--- src/verilog/rtc_regs.vh ---
// Register offsets, field positions, reset values and timing counts of the RTC core.
// Assumes inclusion by bare name from the core module; definitions only.
`ifndef RTC_REGS_VH
`define RTC_REGS_VH

// Register offsets on the multiplexed bus
`define RTC_OFF_SEC 8'h00
`define RTC_OFF_AL_S 8'h01
`define RTC_OFF_MIN 8'h02
`define RTC_OFF_AL_M 8'h03
`define RTC_OFF_HR 8'h04
`define RTC_OFF_AL_H 8'h05
`define RTC_OFF_WDAY 8'h06
`define RTC_OFF_MDAY 8'h07
`define RTC_OFF_MON 8'h08
`define RTC_OFF_YEAR 8'h09
`define RTC_OFF_CTL_A 8'h0A
`define RTC_OFF_CTL_B 8'h0B
`define RTC_OFF_CTL_C 8'h0C
`define RTC_OFF_CTL_D 8'h0D
`define RTC_OFF_CENT 8'h48
`define RTC_OFF_AL_D 8'h49

// Control register A and B fields
`define RTC_A_UIP 7
`define RTC_A_OSC_HI 6
`define RTC_A_OSC_LO 5
`define RTC_A_BANK 4
`define RTC_OSC_RUN 2'b01
`define RTC_OSC_CHAIN_RST 2'b11
`define RTC_B_SET 7
`define RTC_B_AIE 5
`define RTC_B_DM 2
`define RTC_B_H24 1

// Reset and fixed read values
`define RTC_A_RST 7'h20
`define RTC_B_RST 8'h02
`define RTC_C_VAL 8'h00
`define RTC_D_VAL 8'h80
`define RTC_TIME_RST 64'h0000010101000000
`define RTC_ALARM_RST 8'h00
`define RTC_UNMAPPED 8'h00
`define RTC_DC_CODE 2'b11

// Field limits, binary and BCD
`define RTC_SEC_TOP_BIN 8'h3B
`define RTC_SEC_TOP_BCD 8'h59
`define RTC_H24_TOP_BIN 8'h17
`define RTC_H24_TOP_BCD 8'h23
`define RTC_H12_TOP_BIN 8'h0C
`define RTC_H12_TOP_BCD 8'h12
`define RTC_WDAY_TOP 8'h07
`define RTC_MON_TOP_BIN 8'h0C
`define RTC_MON_TOP_BCD 8'h12
`define RTC_YEAR_TOP_BIN 8'h63
`define RTC_YEAR_TOP_BCD 8'h99

// Timing
`define RTC_PRESC_LAST 15'h7FFF
`define RTC_UIP_START 15'h7FF8
`define RTC_CLK_MHZ 100
`define RTC_TREC_US 200
`define RTC_REC_CYCLES 24'h004E20

`endif

--- src/verilog/rtc_core.v ---
// Timekeeping core: double buffered time/calendar, alarm compare, bus access gating.
// Assumes a host on a multiplexed address/data bus and a 32.768 kHz oscillator pin;
// the bus, oscillator and supply pins are asynchronous to sys_clk and are synchronised here; rst_n is used as is.
`timescale 1ns/1ps
`include "rtc_regs.vh"

module rtc_core #(
  parameter [23:0] REC_CYCLES = `RTC_REC_CYCLES
) (
  input wire sys_clk,
  input wire rst_n,
  input wire ale,
  input wire cs_n,
  input wire rd_n,
  input wire wr_n,
  input wire [7:0] ad_in,
  output wire [7:0] ad_out,
  output wire ad_oe_n,
  input wire osc_in,
  input wire vcc_above_trip,
  input wire vcc_access_ok,
  output wire host_access,
  output wire alarm_event
);

localparam [63:0] TIME_RST = `RTC_TIME_RST;
// Offset of each time entry, index order as stored
localparam [63:0] ENT_OFF = {`RTC_OFF_CENT, `RTC_OFF_YEAR, `RTC_OFF_MON, `RTC_OFF_MDAY,
  `RTC_OFF_WDAY, `RTC_OFF_HR, `RTC_OFF_MIN, `RTC_OFF_SEC};

////////////////////////////////////////////////////////////////////////////////
// Helper functions

// Next value of a counting byte, with decimal carry in BCD
function [7:0] rtc_inc;
  input [7:0] v;
  input bcd;
  begin
    if (bcd && (v[3:0] == 4'h9)) begin
      rtc_inc = {v[7:4] + 4'h1, 4'h0};
    end else begin
      rtc_inc = v + 8'h01;
    end
  end
endfunction

// Step with wrap: returns {carry, next}
function [8:0] rtc_step;
  input [7:0] v;
  input [7:0] top;
  input [7:0] low;
  input bcd;
  begin
    if (v >= top) begin
      rtc_step = {1'b1, low};
    end else begin
      rtc_step = {1'b0, rtc_inc(v, bcd)};
    end
  end
endfunction

// Field value as plain binary
function [7:0] rtc_bin;
  input [7:0] v;
  input bcd;
  begin
    if (bcd) begin
      rtc_bin = {1'b0, v[7:4], 3'b000} + {3'b000, v[7:4], 1'b0} + {4'h0, v[3:0]};
    end else begin
      rtc_bin = v;
    end
  end
endfunction

// Last day of a month in binary; leap rule is year divisible by four
function [7:0] rtc_last;
  input [7:0] mo;
  input leap;
  begin
    case (mo)
      8'h02: rtc_last = leap ? 8'h1D : 8'h1C;
      8'h04, 8'h06, 8'h09, 8'h0B: rtc_last = 8'h1E;
      default: rtc_last = 8'h1F;
    endcase
  end
endfunction

// Alarm byte with both top bits set matches anything
function rtc_dc;
  input [7:0] v;
  begin
    rtc_dc = (v[7:6] == `RTC_DC_CODE);
  end
endfunction

////////////////////////////////////////////////////////////////////////////////
// Pin synchronisers and edge detect

reg [14:0] sync1_r;
reg [14:0] sync2_r;
reg [2:0] prev_r;

// Two flops per pin; only the second stage is looked at
always @(posedge sys_clk) begin
  if (!rst_n) begin
    sync1_r <= 15'h0E00; // Idle pin levels, so no false strobe edge follows reset
    sync2_r <= 15'h0E00;
    prev_r <= 3'h2;
  end else begin
    sync1_r <= {vcc_access_ok, vcc_above_trip, osc_in, wr_n, rd_n, cs_n, ale, ad_in};
    sync2_r <= sync1_r;
    prev_r <= {sync2_r[12], sync2_r[11], sync2_r[8]};
  end
end

wire [7:0] ad_q = sync2_r[7:0];
wire ale_q = sync2_r[8];
wire cs_q = sync2_r[9];
wire rd_q = sync2_r[10];
wire wr_q = sync2_r[11];
wire osc_q = sync2_r[12];
wire trip_q = sync2_r[13];
wire ok_q = sync2_r[14];
wire ale_fall = prev_r[0] & ~ale_q;
wire wr_rise = ~prev_r[1] & wr_q;
wire osc_rise = ~prev_r[2] & osc_q;

////////////////////////////////////////////////////////////////////////////////
// Control state, oscillator chain and access gate

reg [6:0] ctl_a_r;
reg [7:0] ctl_b_r;
reg [7:0] al_s_r, al_m_r, al_h_r, al_d_r;
reg [14:0] presc_r;
reg [23:0] rec_cnt_r;
reg acc_r;
reg [7:0] addr_r;
reg [7:0] wdat_r;
reg [7:0] ad_out_r;
reg ad_oe_n_r;
reg alarm_r;
reg [7:0] rdata_nxt;

wire [1:0] osc_mode = ctl_a_r[`RTC_A_OSC_HI:`RTC_A_OSC_LO];
wire osc_run = (osc_mode == `RTC_OSC_RUN);
wire chain_rst = (osc_mode == `RTC_OSC_CHAIN_RST);
wire bank1 = ctl_a_r[`RTC_A_BANK];
wire bcd = ~ctl_b_r[`RTC_B_DM];
wire h24 = ctl_b_r[`RTC_B_H24];
wire freeze = ctl_b_r[`RTC_B_SET];
wire rec_done = (rec_cnt_r == REC_CYCLES);
wire uip = osc_run & (presc_r >= `RTC_UIP_START);
wire sec_tick = osc_run & osc_rise & (presc_r == `RTC_PRESC_LAST);
wire wr_go = acc_r & wr_rise & ~cs_q;
wire rd_act = acc_r & ~rd_q & ~cs_q;

// Countdown chain; held at zero in chain reset, frozen with oscillator off
always @(posedge sys_clk) begin
  if (!rst_n || chain_rst) begin
    presc_r <= 15'h0000;
  end else if (osc_run && osc_rise) begin
    presc_r <= presc_r + 15'h0001;
  end
end

// Recovery delay restarts whenever supply drops below the trip point
always @(posedge sys_clk) begin
  if (!rst_n || !trip_q) begin
    rec_cnt_r <= 24'h000000;
  end else if (!rec_done) begin
    rec_cnt_r <= rec_cnt_r + 24'h000001;
  end
end

// Access needs trip point, variant threshold, recovery and a running chain
always @(posedge sys_clk) begin
  if (!rst_n) begin
    acc_r <= 1'b0;
  end else begin
    acc_r <= trip_q & ok_q & rec_done & osc_run;
  end
end

// Address taken on the falling edge of ALE, even without chip select
always @(posedge sys_clk) begin
  if (!rst_n) begin
    addr_r <= 8'h00;
    wdat_r <= 8'h00;
  end else begin
    if (ale_fall) begin
      addr_r <= ad_q;
    end
    if (!wr_q) begin
      wdat_r <= ad_q; // Last value before WR rises is the one written
    end
  end
end

// Control and alarm registers; writes only when access is granted
always @(posedge sys_clk) begin
  if (!rst_n) begin
    ctl_a_r <= `RTC_A_RST;
    ctl_b_r <= `RTC_B_RST;
    al_s_r <= `RTC_ALARM_RST;
    al_m_r <= `RTC_ALARM_RST;
    al_h_r <= `RTC_ALARM_RST;
    al_d_r <= `RTC_ALARM_RST;
  end else if (wr_go) begin
    case (addr_r)
      `RTC_OFF_CTL_A: ctl_a_r <= wdat_r[6:0];
      `RTC_OFF_CTL_B: ctl_b_r <= wdat_r;
      `RTC_OFF_AL_S: al_s_r <= wdat_r;
      `RTC_OFF_AL_M: al_m_r <= wdat_r;
      `RTC_OFF_AL_H: al_h_r <= wdat_r;
      `RTC_OFF_AL_D: begin
        if (bank1) begin
          al_d_r <= wdat_r;
        end
      end
      default: al_s_r <= al_s_r; // C, D and unmapped offsets ignore writes
    endcase
  end
end

////////////////////////////////////////////////////////////////////////////////
// Double buffered time entries, one pair per field

wire [63:0] ti_w;
wire [63:0] tu_w;
reg [63:0] time_nxt;

genvar g;
generate
  for (g = 0; g < 8; g = g + 1) begin : ent
    reg [7:0] ti_r;
    reg [7:0] tu_r;
    wire bank_ok = (g != 7) | bank1;
    wire hit = wr_go & bank_ok & (addr_r == ENT_OFF[8*g+:8]);
    wire [7:0] wval = (g == 0) ? {1'b0, wdat_r[6:0]} : wdat_r;
    // A host write lands in both copies so the count resumes from it
    always @(posedge sys_clk) begin
      if (!rst_n) begin
        ti_r <= TIME_RST[8*g+:8];
        tu_r <= TIME_RST[8*g+:8];
      end else if (hit) begin
        ti_r <= wval;
        tu_r <= wval;
      end else if (sec_tick) begin
        ti_r <= time_nxt[8*g+:8];
        if (!freeze) begin
          tu_r <= time_nxt[8*g+:8];
        end
      end
    end
    assign ti_w[8*g+:8] = ti_r;
    assign tu_w[8*g+:8] = tu_r;
  end
endgenerate

////////////////////////////////////////////////////////////////////////////////
// One-second advance and alarm compare

reg [8:0] s9, m9, h9, w9, d9, o9, y9, c9;
reg [7:0] h12_top;
reg [6:0] hs;
reg [7:0] yb;
reg cm, cd, co, cy;
reg alarm_nxt;

// Carries ripple from seconds up to century in the selected format
always @* begin
  s9 = rtc_step(ti_w[7:0], bcd ? `RTC_SEC_TOP_BCD : `RTC_SEC_TOP_BIN, 8'h00, bcd);
  m9 = rtc_step(ti_w[15:8], bcd ? `RTC_SEC_TOP_BCD : `RTC_SEC_TOP_BIN, 8'h00, bcd);
  h12_top = bcd ? `RTC_H12_TOP_BCD : `RTC_H12_TOP_BIN;
  hs = ti_w[22:16] + 7'h01;
  if (bcd && (ti_w[19:16] == 4'h9)) begin
    hs = {ti_w[22:20] + 3'h1, 4'h0};
  end
  if (h24) begin
    h9 = rtc_step(ti_w[23:16], bcd ? `RTC_H24_TOP_BCD : `RTC_H24_TOP_BIN, 8'h00, bcd);
  end else if (ti_w[22:16] >= h12_top[6:0]) begin
    h9 = {1'b0, ti_w[23], 7'h01};
  end else if (hs == h12_top[6:0]) begin
    h9 = {ti_w[23], ~ti_w[23], hs}; // Day ends at 11 PM to 12 AM
  end else begin
    h9 = {1'b0, ti_w[23], hs};
  end
  w9 = rtc_step(ti_w[31:24], `RTC_WDAY_TOP, 8'h01, bcd);
  yb = rtc_bin(ti_w[55:48], bcd);
  if (rtc_bin(ti_w[39:32], bcd) >= rtc_last(rtc_bin(ti_w[47:40], bcd), yb[1:0] == 2'b00)) begin
    d9 = {1'b1, 8'h01};
  end else begin
    d9 = {1'b0, rtc_inc(ti_w[39:32], bcd)};
  end
  o9 = rtc_step(ti_w[47:40], bcd ? `RTC_MON_TOP_BCD : `RTC_MON_TOP_BIN, 8'h01, bcd);
  y9 = rtc_step(ti_w[55:48], bcd ? `RTC_YEAR_TOP_BCD : `RTC_YEAR_TOP_BIN, 8'h00, bcd);
  c9 = rtc_step(ti_w[63:56], bcd ? `RTC_YEAR_TOP_BCD : `RTC_YEAR_TOP_BIN, 8'h00, bcd);
  cm = s9[8] & m9[8];
  cd = cm & h9[8];
  co = cd & d9[8];
  cy = co & o9[8];
  time_nxt[7:0] = s9[7:0];
  time_nxt[15:8] = s9[8] ? m9[7:0] : ti_w[15:8];
  time_nxt[23:16] = cm ? h9[7:0] : ti_w[23:16];
  time_nxt[31:24] = cd ? w9[7:0] : ti_w[31:24];
  time_nxt[39:32] = cd ? d9[7:0] : ti_w[39:32];
  time_nxt[47:40] = co ? o9[7:0] : ti_w[47:40];
  time_nxt[55:48] = cy ? y9[7:0] : ti_w[55:48];
  time_nxt[63:56] = (cy & y9[8]) ? c9[7:0] : ti_w[63:56];
  // Compare against the time that this update produces
  alarm_nxt = (rtc_dc(al_s_r) | (al_s_r == time_nxt[7:0])) &
              (rtc_dc(al_m_r) | (al_m_r == time_nxt[15:8])) &
              (rtc_dc(al_h_r) | (al_h_r == time_nxt[23:16])) &
              (rtc_dc(al_d_r) | (al_d_r == time_nxt[39:32]));
end

// Alarm pulse once per matching second while enabled
always @(posedge sys_clk) begin
  if (!rst_n) begin
    alarm_r <= 1'b0;
  end else begin
    alarm_r <= sec_tick & ctl_b_r[`RTC_B_AIE] & alarm_nxt;
  end
end

////////////////////////////////////////////////////////////////////////////////
// Read path; user copy is readable during updates, the century entry only in bank 1

always @* begin
  case (addr_r)
    `RTC_OFF_SEC: rdata_nxt = tu_w[7:0];
    `RTC_OFF_AL_S: rdata_nxt = al_s_r;
    `RTC_OFF_MIN: rdata_nxt = tu_w[15:8];
    `RTC_OFF_AL_M: rdata_nxt = al_m_r;
    `RTC_OFF_HR: rdata_nxt = tu_w[23:16];
    `RTC_OFF_AL_H: rdata_nxt = al_h_r;
    `RTC_OFF_WDAY: rdata_nxt = tu_w[31:24];
    `RTC_OFF_MDAY: rdata_nxt = tu_w[39:32];
    `RTC_OFF_MON: rdata_nxt = tu_w[47:40];
    `RTC_OFF_YEAR: rdata_nxt = tu_w[55:48];
    `RTC_OFF_CTL_A: rdata_nxt = {uip, ctl_a_r};
    `RTC_OFF_CTL_B: rdata_nxt = ctl_b_r;
    `RTC_OFF_CTL_C: rdata_nxt = `RTC_C_VAL;
    `RTC_OFF_CTL_D: rdata_nxt = `RTC_D_VAL;
    `RTC_OFF_CENT: rdata_nxt = bank1 ? tu_w[63:56] : `RTC_UNMAPPED;
    `RTC_OFF_AL_D: rdata_nxt = bank1 ? al_d_r : `RTC_UNMAPPED;
    default: rdata_nxt = `RTC_UNMAPPED;
  endcase
end

// Bus driven only during a granted read; floats otherwise
always @(posedge sys_clk) begin
  if (!rst_n) begin
    ad_out_r <= 8'h00;
    ad_oe_n_r <= 1'b1;
  end else begin
    ad_out_r <= rd_act ? rdata_nxt : 8'h00;
    ad_oe_n_r <= ~rd_act;
  end
end

assign ad_out = ad_out_r;
assign ad_oe_n = ad_oe_n_r;
assign host_access = acc_r;
assign alarm_event = alarm_r;

endmodule

--- config.mk ---
export PLATFORM = sky130hd
export DESIGN_NAME = rtc_core
export DESIGN_NICKNAME = d
export VERILOG_FILES = /design/src/verilog/rtc_core.v
export VERILOG_INCLUDE_DIRS = /design/src /design/src/verilog
export SDC_FILE = /design/constraint.sdc
export NUM_CORES = 1
export LEC_CHECK = 0
export BUFFER_PORTS_ARGS = -buffer_cell sky130_fd_sc_hd__clkbuf_2
export CAP_MARGIN = 0
export CORE_MARGIN = 3
export CORE_UTILIZATION = 40
export DETAILED_ROUTE_END_ITERATION = 10
export GPL_TIMING_DRIVEN = 1
export SLEW_MARGIN = 20
export SYNTH_ARGS = -nofsm -noshare
export SYNTH_HDL_FRONTEND = slang
export SYNTH_SLANG_ARGS = --single-unit
--- constraint.sdc ---
create_clock -name sys_clk -period 9.1 [get_ports sys_clk]
set_input_delay 0.91 -clock sys_clk [delete_from_list [all_inputs] [get_ports sys_clk]]
set_output_delay 0.91 -clock sys_clk [all_outputs]
set_load 0.05 [all_outputs]
After elaboration in Yosys (flattened, before gate mapping)
Cells that the tools add are included.
{"block": "totals", "reg_bits": 274, "input_bits": 17, "out_inout_bits": 11, "word_cells": 285}
{"block": "op_classes", "addsub": 26, "order_cmp": 10, "n_eq_ne": 48, "muxes": 79, "n_bitwise": 46, "n_reduce_logical": 41}
{"cell": "$mux 8", "count": 57}
{"cell": "$pmux 8 s15", "count": 1}
{"cell": "$mux 9", "count": 9}
{"cell": "$add 8x1->8 const B", "count": 8}
{"cell": "$eq 8x4->1 const B", "count": 7}
{"cell": "$mux 7", "count": 7}
{"cell": "$eq 8x3->1 const B", "count": 6}
{"cell": "$add 4x1->4 const B", "count": 8}
{"cell": "$and 1x1->1", "count": 32}
{"cell": "$eq 4x4->1 const B", "count": 8}
{"cell": "$eq 8x8->1", "count": 4}
{"cell": "$reduce_and 2->1", "count": 15}
{"cell": "$add 24x1->24 const B", "count": 1}
{"cell": "$eq 24x15->1 const B", "count": 1}
{"cell": "$eq 8x2->1 const B", "count": 3}
{"cell": "$ge 8x8->1", "count": 3}
{"cell": "$add 7x5->8", "count": 2}
{"cell": "$add 8x4->8", "count": 2}
{"cell": "$eq 8x7->1 const B", "count": 2}
{"cell": "$ge 8x7->1", "count": 2}
{"cell": "$ne 2x1->1 const B", "count": 8}
{"cell": "$reduce_bool 2->1", "count": 8}
{"cell": "$add 15x1->15 const B", "count": 1}
{"cell": "$eq 15x15->1 const B", "count": 1}
{"cell": "28 further kinds", "count": 54}

Depth between registers and ports, before layout
{"block": "logic_depth", "word_depth": 15, "depth_mapped": 22, "depth_no_buf": 19}

Worst setup path before layout
OpenSTA, ideal clock, no wires.
{"block": "synth_path", "kind": "reg-to-reg", "startpoint": "register ent[5].ti_r[4]", "endpoint": "register alarm_r, in the netlist alarm_event", "setup_ns": 0.122, "arrival_ns": 4.497, "required_time_ns": 8.978, "slack_ns": 4.481, "stages_incl_launch_ff": 18, "path_buffers": 0, "period_less_slack_ns": 4.619, "path_cell_list": "dfxtp_1 fa_1 fa_1 nor2_1 a221oi_1 a21oi_1 o21ai_0 ha_1 nand2b_1 a2111oi_1 nor3_1 a211o_4 a2111oi_4 a211oi_1 o32a_1 nand4_1 nor3_1 o311a_1"}
{"block": "synth_between", "elab_chain_len": 13, "word_cells_on_any_way": 17, "classes_between": "add/sub: 2; order compare: 1; eq/ne: 6; mux: 4; bitwise: 3; reduce/logical: 1"}
{"element": "from (decl)", "line_no": "rtc_core.v:235", "text": "reg [7:0] ti_r;"}
{"element": "from (signal assigned)", "line_no": "rtc_core.v:243", "text": "ti_r <= TIME_RST[8*g+:8];"}
{"element": "from (signal assigned)", "line_no": "rtc_core.v:246", "text": "ti_r <= wval;"}
{"element": "from (signal assigned)", "line_no": "rtc_core.v:249", "text": "ti_r <= time_nxt[8*g+:8];"}
{"element": "$add 7x5->8", "line_no": "rtc_core.v:68", "text": "rtc_bin = {1'b0, v[7:4], 3'b000} + {3'b000, v[7:4], 1'b0} + {4'h0, v[3:0]};"}
{"element": "$add 8x4->8", "line_no": "rtc_core.v:68"}
{"element": "$mux 8 (*)", "line_no": "rtc_core.v:67", "text": "if (bcd) begin"}
{"element": "$eq 8x3->1 or $eq 8x4->1 (tied branches)", "line_no": "rtc_core.v:80", "text": "case (mo)"}
{"element": "$reduce_or 4->1", "line_no": "rtc_core.v:80"}
{"element": "$pmux 2 s2 (*)", "line_no": "rtc_core.v:80"}
{"element": "$ge 8x8->1 (*)", "line_no": "rtc_core.v:290", "text": "if (rtc_bin(ti_w[39:32], bcd) >= rtc_last(rtc_bin(ti_w[47:40], bcd), yb[1:0] == 2'b00)) begin"}
{"element": "$mux 9 (*)", "line_no": "rtc_core.v:290"}
{"element": "$mux 8 (*)", "line_no": "rtc_core.v:306", "text": "time_nxt[39:32] = cd ? d9[7:0] : ti_w[39:32];"}
{"element": "$eq 8x8->1 (*)", "line_no": "rtc_core.v:314", "text": "(rtc_dc(al_d_r) | (al_d_r == time_nxt[39:32]));"}
{"element": "$or 1x1->1 (*)", "line_no": "rtc_core.v:314"}
{"element": "$and 1x1->1 (*)", "line_no": "rtc_core.v:313", "text": "(rtc_dc(al_h_r) | (al_h_r == time_nxt[23:16])) &"}
{"element": "$and 1x1->1 (*)", "line_no": "rtc_core.v:322", "text": "alarm_r <= sec_tick & ctl_b_r[`RTC_B_AIE] & alarm_nxt;"}
{"element": "to (signal assigned)", "line_no": "rtc_core.v:322"}
{"element": "to (decl)", "line_no": "rtc_core.v:141", "text": "reg alarm_r;"}
Every way passes the cells marked *; elsewhere a longest branch is shown, timed or not.
A chain may end at the register's enable or synchronous reset.

Worst setup path in the final report
{"block": "layout_path", "startpoint": "register ent[2].ti_r[0]", "endpoint": "register ent[7].tu_r[7]"}
{"block": "layout_between", "elab_chain_len": 15, "word_cells_on_any_way": 19, "classes_between": "add/sub: 1; order compare: 2; eq/ne: 2; mux: 9; bitwise: 4; reduce/logical: 1"}
{"element": "from (decl)", "line_no": "rtc_core.v:235"}
{"element": "from (signal assigned)", "line_no": "rtc_core.v:243"}
{"element": "from (signal assigned)", "line_no": "rtc_core.v:246"}
{"element": "from (signal assigned)", "line_no": "rtc_core.v:249"}
{"element": "branches (longest 6 deep; another with $add 7x1->7)"}
{"element": "$mux 9 (*)", "line_no": "rtc_core.v:279", "text": "if (h24) begin"}
{"element": "$and 1x1->1 (*)", "line_no": "rtc_core.v:299", "text": "cd = cm & h9[8];"}
{"element": "$and 1x1->1 (*)", "line_no": "rtc_core.v:300", "text": "co = cd & d9[8];"}
{"element": "$and 1x1->1 (*)", "line_no": "rtc_core.v:301", "text": "cy = co & o9[8];"}
{"element": "$and 1x1->1 (*)", "line_no": "rtc_core.v:309", "text": "time_nxt[63:56] = (cy & y9[8]) ? c9[7:0] : ti_w[63:56];"}
{"element": "$mux 8 (*)", "line_no": "rtc_core.v:309"}
{"element": "$mux 8 (*)", "line_no": "rtc_core.v:250", "text": "if (!freeze) begin"}
{"element": "$mux 8 (*)", "line_no": "rtc_core.v:248", "text": "end else if (sec_tick) begin"}
{"element": "$mux 8 (*)", "line_no": "rtc_core.v:245", "text": "end else if (hit) begin"}
{"element": "to (signal assigned)", "line_no": "rtc_core.v:244", "text": "tu_r <= TIME_RST[8*g+:8];"}
{"element": "to (signal assigned)", "line_no": "rtc_core.v:247", "text": "tu_r <= wval;"}
{"element": "to (signal assigned)", "line_no": "rtc_core.v:251", "text": "tu_r <= time_nxt[8*g+:8];"}
{"element": "to (decl)", "line_no": "rtc_core.v:236", "text": "reg [7:0] tu_r;"}
Every way passes the cells marked *. The select of a mux whose other input is x is not followed.

==> impl_results.rst <==
.. list-table::
   :header-rows: 1

   * - Metric
     - Value
   * - Synthesized area
     - 16,000 um2
   * - Number of max-cap violations
     - 0
   * - Worst path required time
     - 9.61 ns
   * - Worst r2r path cells
     - 17
   * - Post-DP Area
     - 16,500 um2
   * - Critical Path Start Type
     - register
   * - Maximum level of the CTS H-tree
     - 1
   * - Critical-path top delay cell
     - sky130_fd_sc_hd__nor4bb_1
   * - Leakage power
     - 6.84 nW
   * - Async set-reset flop share out of synthesis
     - 0
   * - Data arrival time of the critical path
     - 6.37 ns
   * - Min-delay worst type
     - register to register
   * - Total count of hold-check failures in the final report
     - 0
   * - Number of post-CTS setup repair buffers
     - 0
   * - Utilization after layout
     - 0.449
   * - Clock-pin slew reported for the worst setup and hold paths after clock tree synthesis
     - 0.06 ns
   * - Bufs and invs on worst path
     - 0
   * - Unique masters post-synth
     - 98
   * - Clock tree from TritonCTS
     - yes
   * - Routed wirelength normalized by instance count
     - 19.3 um
   * - Setup clock skew after layout
     - 0.0147 ns
   * - Post-layout worst setup margin
     - 3.24 ns
   * - Maximum vdd drop
     - 135 uV
   * - Core Region
     - 39,100 um2
   * - Count of cell instances traversed by the critical path
     - 17
   * - Fin nets
     - 2,016
   * - X dimension of the die
     - 206 um
   * - Maximum number of buffers from clock root to sink
     - 3
   * - Setup TNS Final
     - 0 ns
   * - Shortest clock period the worst path allows after layout
     - 5.86 ns
   * - Type of element capturing the critical path
     - register
   * - Final WL
     - 47.4 mm
   * - Max Clk Rate
     - 171 MHz
   * - Antenna violation net count after detailed routing
     - 0
   * - Y dimension of the die
     - 206 um
   * - Path type of the worst setup path
     - register to register
   * - Iter 0 DRT Violations
     - 1,225
   * - Vias per cell
     - 5.79
   * - Clock sink count
     - 274
   * - Crit share post-route
     - 0.644
   * - Delay-heaviest family, CP
     - simple AND/OR/NAND/NOR gates
   * - Mean instance size in the synthesized netlist
     - 8.24 um2
   * - Maximum single-stage delay on the critical path
     - 0.94 ns
   * - Sequential-to-total area share from yosys stat
     - 0.343
   * - Placement Rows
     - 72
   * - # port buffers
     - 27
   * - Number of enable-type register cells in the synthesized netlist
     - 0
   * - Detail Placement HPWL
     - 33.1 mm
   * - Clock root buffer
     - sky130_fd_sc_hd__clkbuf_16
   * - Ant. Diodes
     - 0
   * - Vias
     - 14.2k
   * - Worst Max-Slew Pin Slew
     - 1.22 ns
   * - Synth warnings
     - 0
   * - Clock Latency Late Sink
     - 0.57 ns
   * - Area growth, synth to finish
     - 9.89%
   * - Status
     - complete, no violations
   * - Post-layout instance area
     - 17,600 um2
   * - WHS Path Cells
     - 1
   * - Synthesized netlist net count
     - 2,037
   * - Post-Place Worst Slack
     - 3.36 ns
   * - Hold_buf cts
     - 0
   * - Maximum number of pins on one net before global-route repair
     - 109
   * - Number of global-route vias before repair
     - 13.2k
   * - Share of layout cells above drive strength 1
     - 0.0787
   * - Yosys reg bits
     - 274
   * - Post-layout power
     - 0.00256 W
   * - Global-route wire length before repair
     - 74.6 mm
   * - Cts bufs inserted
     - 31
   * - # setup viols final
     - 0
   * - Primary FF master, synth
     - sky130_fd_sc_hd__dfxtp_1
   * - Cells along the critical path
     - ha_1 > nor4bb_1 > or2_2 > xor2_1 > nor3_1 > a41oi_1 > nor4_1 > ha_1 > and3b_1 > nand3_2 > a21oi_2 > o211ai_2 > or3b_1 > or4_1 > a21oi_1 > a221oi_1 > nor2b_1
   * - Setup repair after global routing missed its margin
     - no
   * - I/O Pins
     - 28
   * - Pre-antenna DRT Iters
     - 5
   * - Remaining design rule violation count
     - 0
   * - Number of antenna violations at the first check in global routing
     - 1
   * - Max-Slew Margin vs Limit
     - 0.187
   * - PwrDens
     - 146 nW/um2
   * - Initial Utilization
     - 0.409
   * - Die area
     - 42,400 um2
   * - Number of max-slew violations in the final report
     - 0
   * - GRT Resource Usage Total
     - 0.219
   * - Post-cts repair resize count
     - 0
   * - Largest fanout on the critical path
     - 20
   * - Most used cell, CP
     - sky130_fd_sc_hd__ha_1
   * - Gp weighted congestion
     - 0.907
   * - Syn Inst Count
     - 1,939
   * - Overflow after GRT
     - 0
==> layout by cell type (no fill, tap or decap), drive strengths merged, types with 10 or more instances in the layout <==
cell type and instances:
and2 49, xnor2 26, nand4 12, o21ai 108, inv 43, nand2b 22
and3 25, dfxtp 274, or3 17, nand2 274, a21oi 107, buf 23
nor2 164, nor3 38, ha 77, mux2i 57, nor2b 66, a31oi 24
clkbuf 70, a211oi 13, o211ai 24, nand3 64, mux4 10, o211a 31
a221oi 10, nor4 16, xor2 40, a22oi 30, a21boi 65
==> layout make-up <==
type | count | area [um2]
Clock buffer | 44 | 905
Multi-Input combinational cell | 1522 | 9910
Clock inverter | 14 | 164
Inverter | 40 | 150
Tap cell | 518 | 648
Sequential cell | 274 | 5490
Fill cell | 3932 | 21500
Timing Repair Buffer | 49 | 303
==> cells by family (layout without fill, tap and decap cells) <==
| kind of cell | after synthesis | count (layout) | synth area share |
|---|---|---|---|
| simple gates | 799 | 799 | 0.246 |
| compound gates | 504 | 504 | 0.218 |
| flops | 274 | 274 | 0.343 |
| buf+inv | 143 | 147 | 0.0373 |
| fa+ha+maj | 81 | 81 | 0.0653 |
| mux | 72 | 72 | 0.0533 |
| xor+xnor | 66 | 66 | 0.0362 |
==> cells in the mapped netlist, types with 10 or more instances <==
| cell | count | area (um2) |
|---|---|---|
| sky130_fd_sc_hd__a31oi_1 | 24 | 150 |
| sky130_fd_sc_hd__nor2b_1 | 65 | 407 |
| sky130_fd_sc_hd__a21oi_1 | 106 | 531 |
| sky130_fd_sc_hd__a22oi_1 | 30 | 225 |
| sky130_fd_sc_hd__buf_2 | 14 | 70.1 |
| sky130_fd_sc_hd__nor2_1 | 163 | 612 |
| sky130_fd_sc_hd__nor3_1 | 35 | 175 |
| sky130_fd_sc_hd__and2_1 | 49 | 307 |
| sky130_fd_sc_hd__o211ai_1 | 23 | 173 |
| sky130_fd_sc_hd__xnor2_1 | 26 | 228 |
| sky130_fd_sc_hd__or3_1 | 16 | 100 |
| sky130_fd_sc_hd__mux4_2 | 10 | 225 |
| sky130_fd_sc_hd__o21ai_0 | 100 | 500 |
| sky130_fd_sc_hd__and3_1 | 25 | 156 |
| sky130_fd_sc_hd__ha_1 | 77 | 963 |
| sky130_fd_sc_hd__nor4_1 | 14 | 87.6 |
| sky130_fd_sc_hd__a21boi_0 | 62 | 465 |
| sky130_fd_sc_hd__mux2i_1 | 57 | 571 |
| sky130_fd_sc_hd__nand3_1 | 63 | 315 |
| sky130_fd_sc_hd__o211a_1 | 30 | 300 |
| sky130_fd_sc_hd__inv_1 | 40 | 150 |
| sky130_fd_sc_hd__xor2_1 | 40 | 350 |
| sky130_fd_sc_hd__nand2b_1 | 22 | 138 |
| sky130_fd_sc_hd__nand4_1 | 12 | 75.1 |
| sky130_fd_sc_hd__clkbuf_1 | 77 | 289 |
| sky130_fd_sc_hd__nand2_1 | 274 | 1030 |
| sky130_fd_sc_hd__dfxtp_1 | 274 | 5490 |
==> metrics by stage <==
stage,hold slack (ns),instances
after floorplan,0.386,1939
after global placement,0.389,2403
after detailed placement,0.400,2403
after CTS,0.415,2461
after global routing,0.430,2461
final,0.410,2461
==> sequential cells by signal, indices dropped and copies added (netlist names) <==
register and flops:
ent.ti_r 64, ent.tu_r 64, rec_cnt_r 24, presc_r 15, sync1_r 15, sync2_r 15
ad_out 8, addr_r 8, al_d_r 8, al_h_r 8, al_m_r 8, al_s_r 8
ctl_b_r 8, ent.wval 8, ctl_a_r 7, prev_r 3, ad_oe_n 1, alarm_event 1
host_access 1
==> worst register-to-register path, stage by stage, from the launching register on <==
cell,delay [ns]
sky130_fd_sc_hd__dfxtp_1,0.48
sky130_fd_sc_hd__ha_1,0.19
sky130_fd_sc_hd__nor4bb_1,0.94
sky130_fd_sc_hd__or2_2,0.31
sky130_fd_sc_hd__xor2_1,0.09
sky130_fd_sc_hd__nor3_1,0.20
sky130_fd_sc_hd__a41oi_1,0.07
sky130_fd_sc_hd__nor4_1,0.42
sky130_fd_sc_hd__ha_1,0.21
sky130_fd_sc_hd__and3b_1,0.19
sky130_fd_sc_hd__nand3_2,0.16
sky130_fd_sc_hd__a21oi_2,0.74
sky130_fd_sc_hd__o211ai_2,0.37
sky130_fd_sc_hd__or3b_1,0.51
sky130_fd_sc_hd__or4_1,0.41
sky130_fd_sc_hd__a21oi_1,0.22
sky130_fd_sc_hd__a221oi_1,0.12
sky130_fd_sc_hd__nor2b_1,0.15
==> report_power, final <==
part / leakage (nW) / total [W] / internal [W] / switching, W
Clock: 0.521 / 0.00131 / 0.000777 / 0.000529
Combinational: 4.11 / 0.0000426 / 0.0000179 / 0.0000247
Sequential: 2.21 / 0.00121 / 0.00121 / 0.00000568
Total: 6.84 / 0.00256 / 0.00200 / 0.000559
==> worst paths after layout <==
| kind | start | endpoint | slack (ns) |
|---|---|---|---|
| setup / recovery | ent[2].ti_r[0]$_SDFFE_PN0P_ | ent[7].tu_r[7]$_SDFFE_PN0P_ | 3.24 |
| hold / removal | sync1_r[9]$_SDFF_PN1_ | sync2_r[9]$_SDFF_PN1_ | 0.41 |
| setup reg to reg | ent[2].ti_r[0]$_SDFFE_PN0P_ | ent[7].tu_r[7]$_SDFFE_PN0P_ | 3.24 |
| hold reg to reg | sync1_r[9]$_SDFF_PN1_ | sync2_r[9]$_SDFF_PN1_ | 0.41 |
==> routing by layer <==
layer  vias up  wire length, um  share of wire  global-route usage
met5         -                0              0                   0
met4         0             1810          0.038              0.0742
met3       110             3000          0.063              0.0307
met2       465            20800           0.44               0.342
met1      6723            21700           0.46               0.311
li1       6941                -              -                   -
Note: power is estimated with default switching activity, not from simulation.
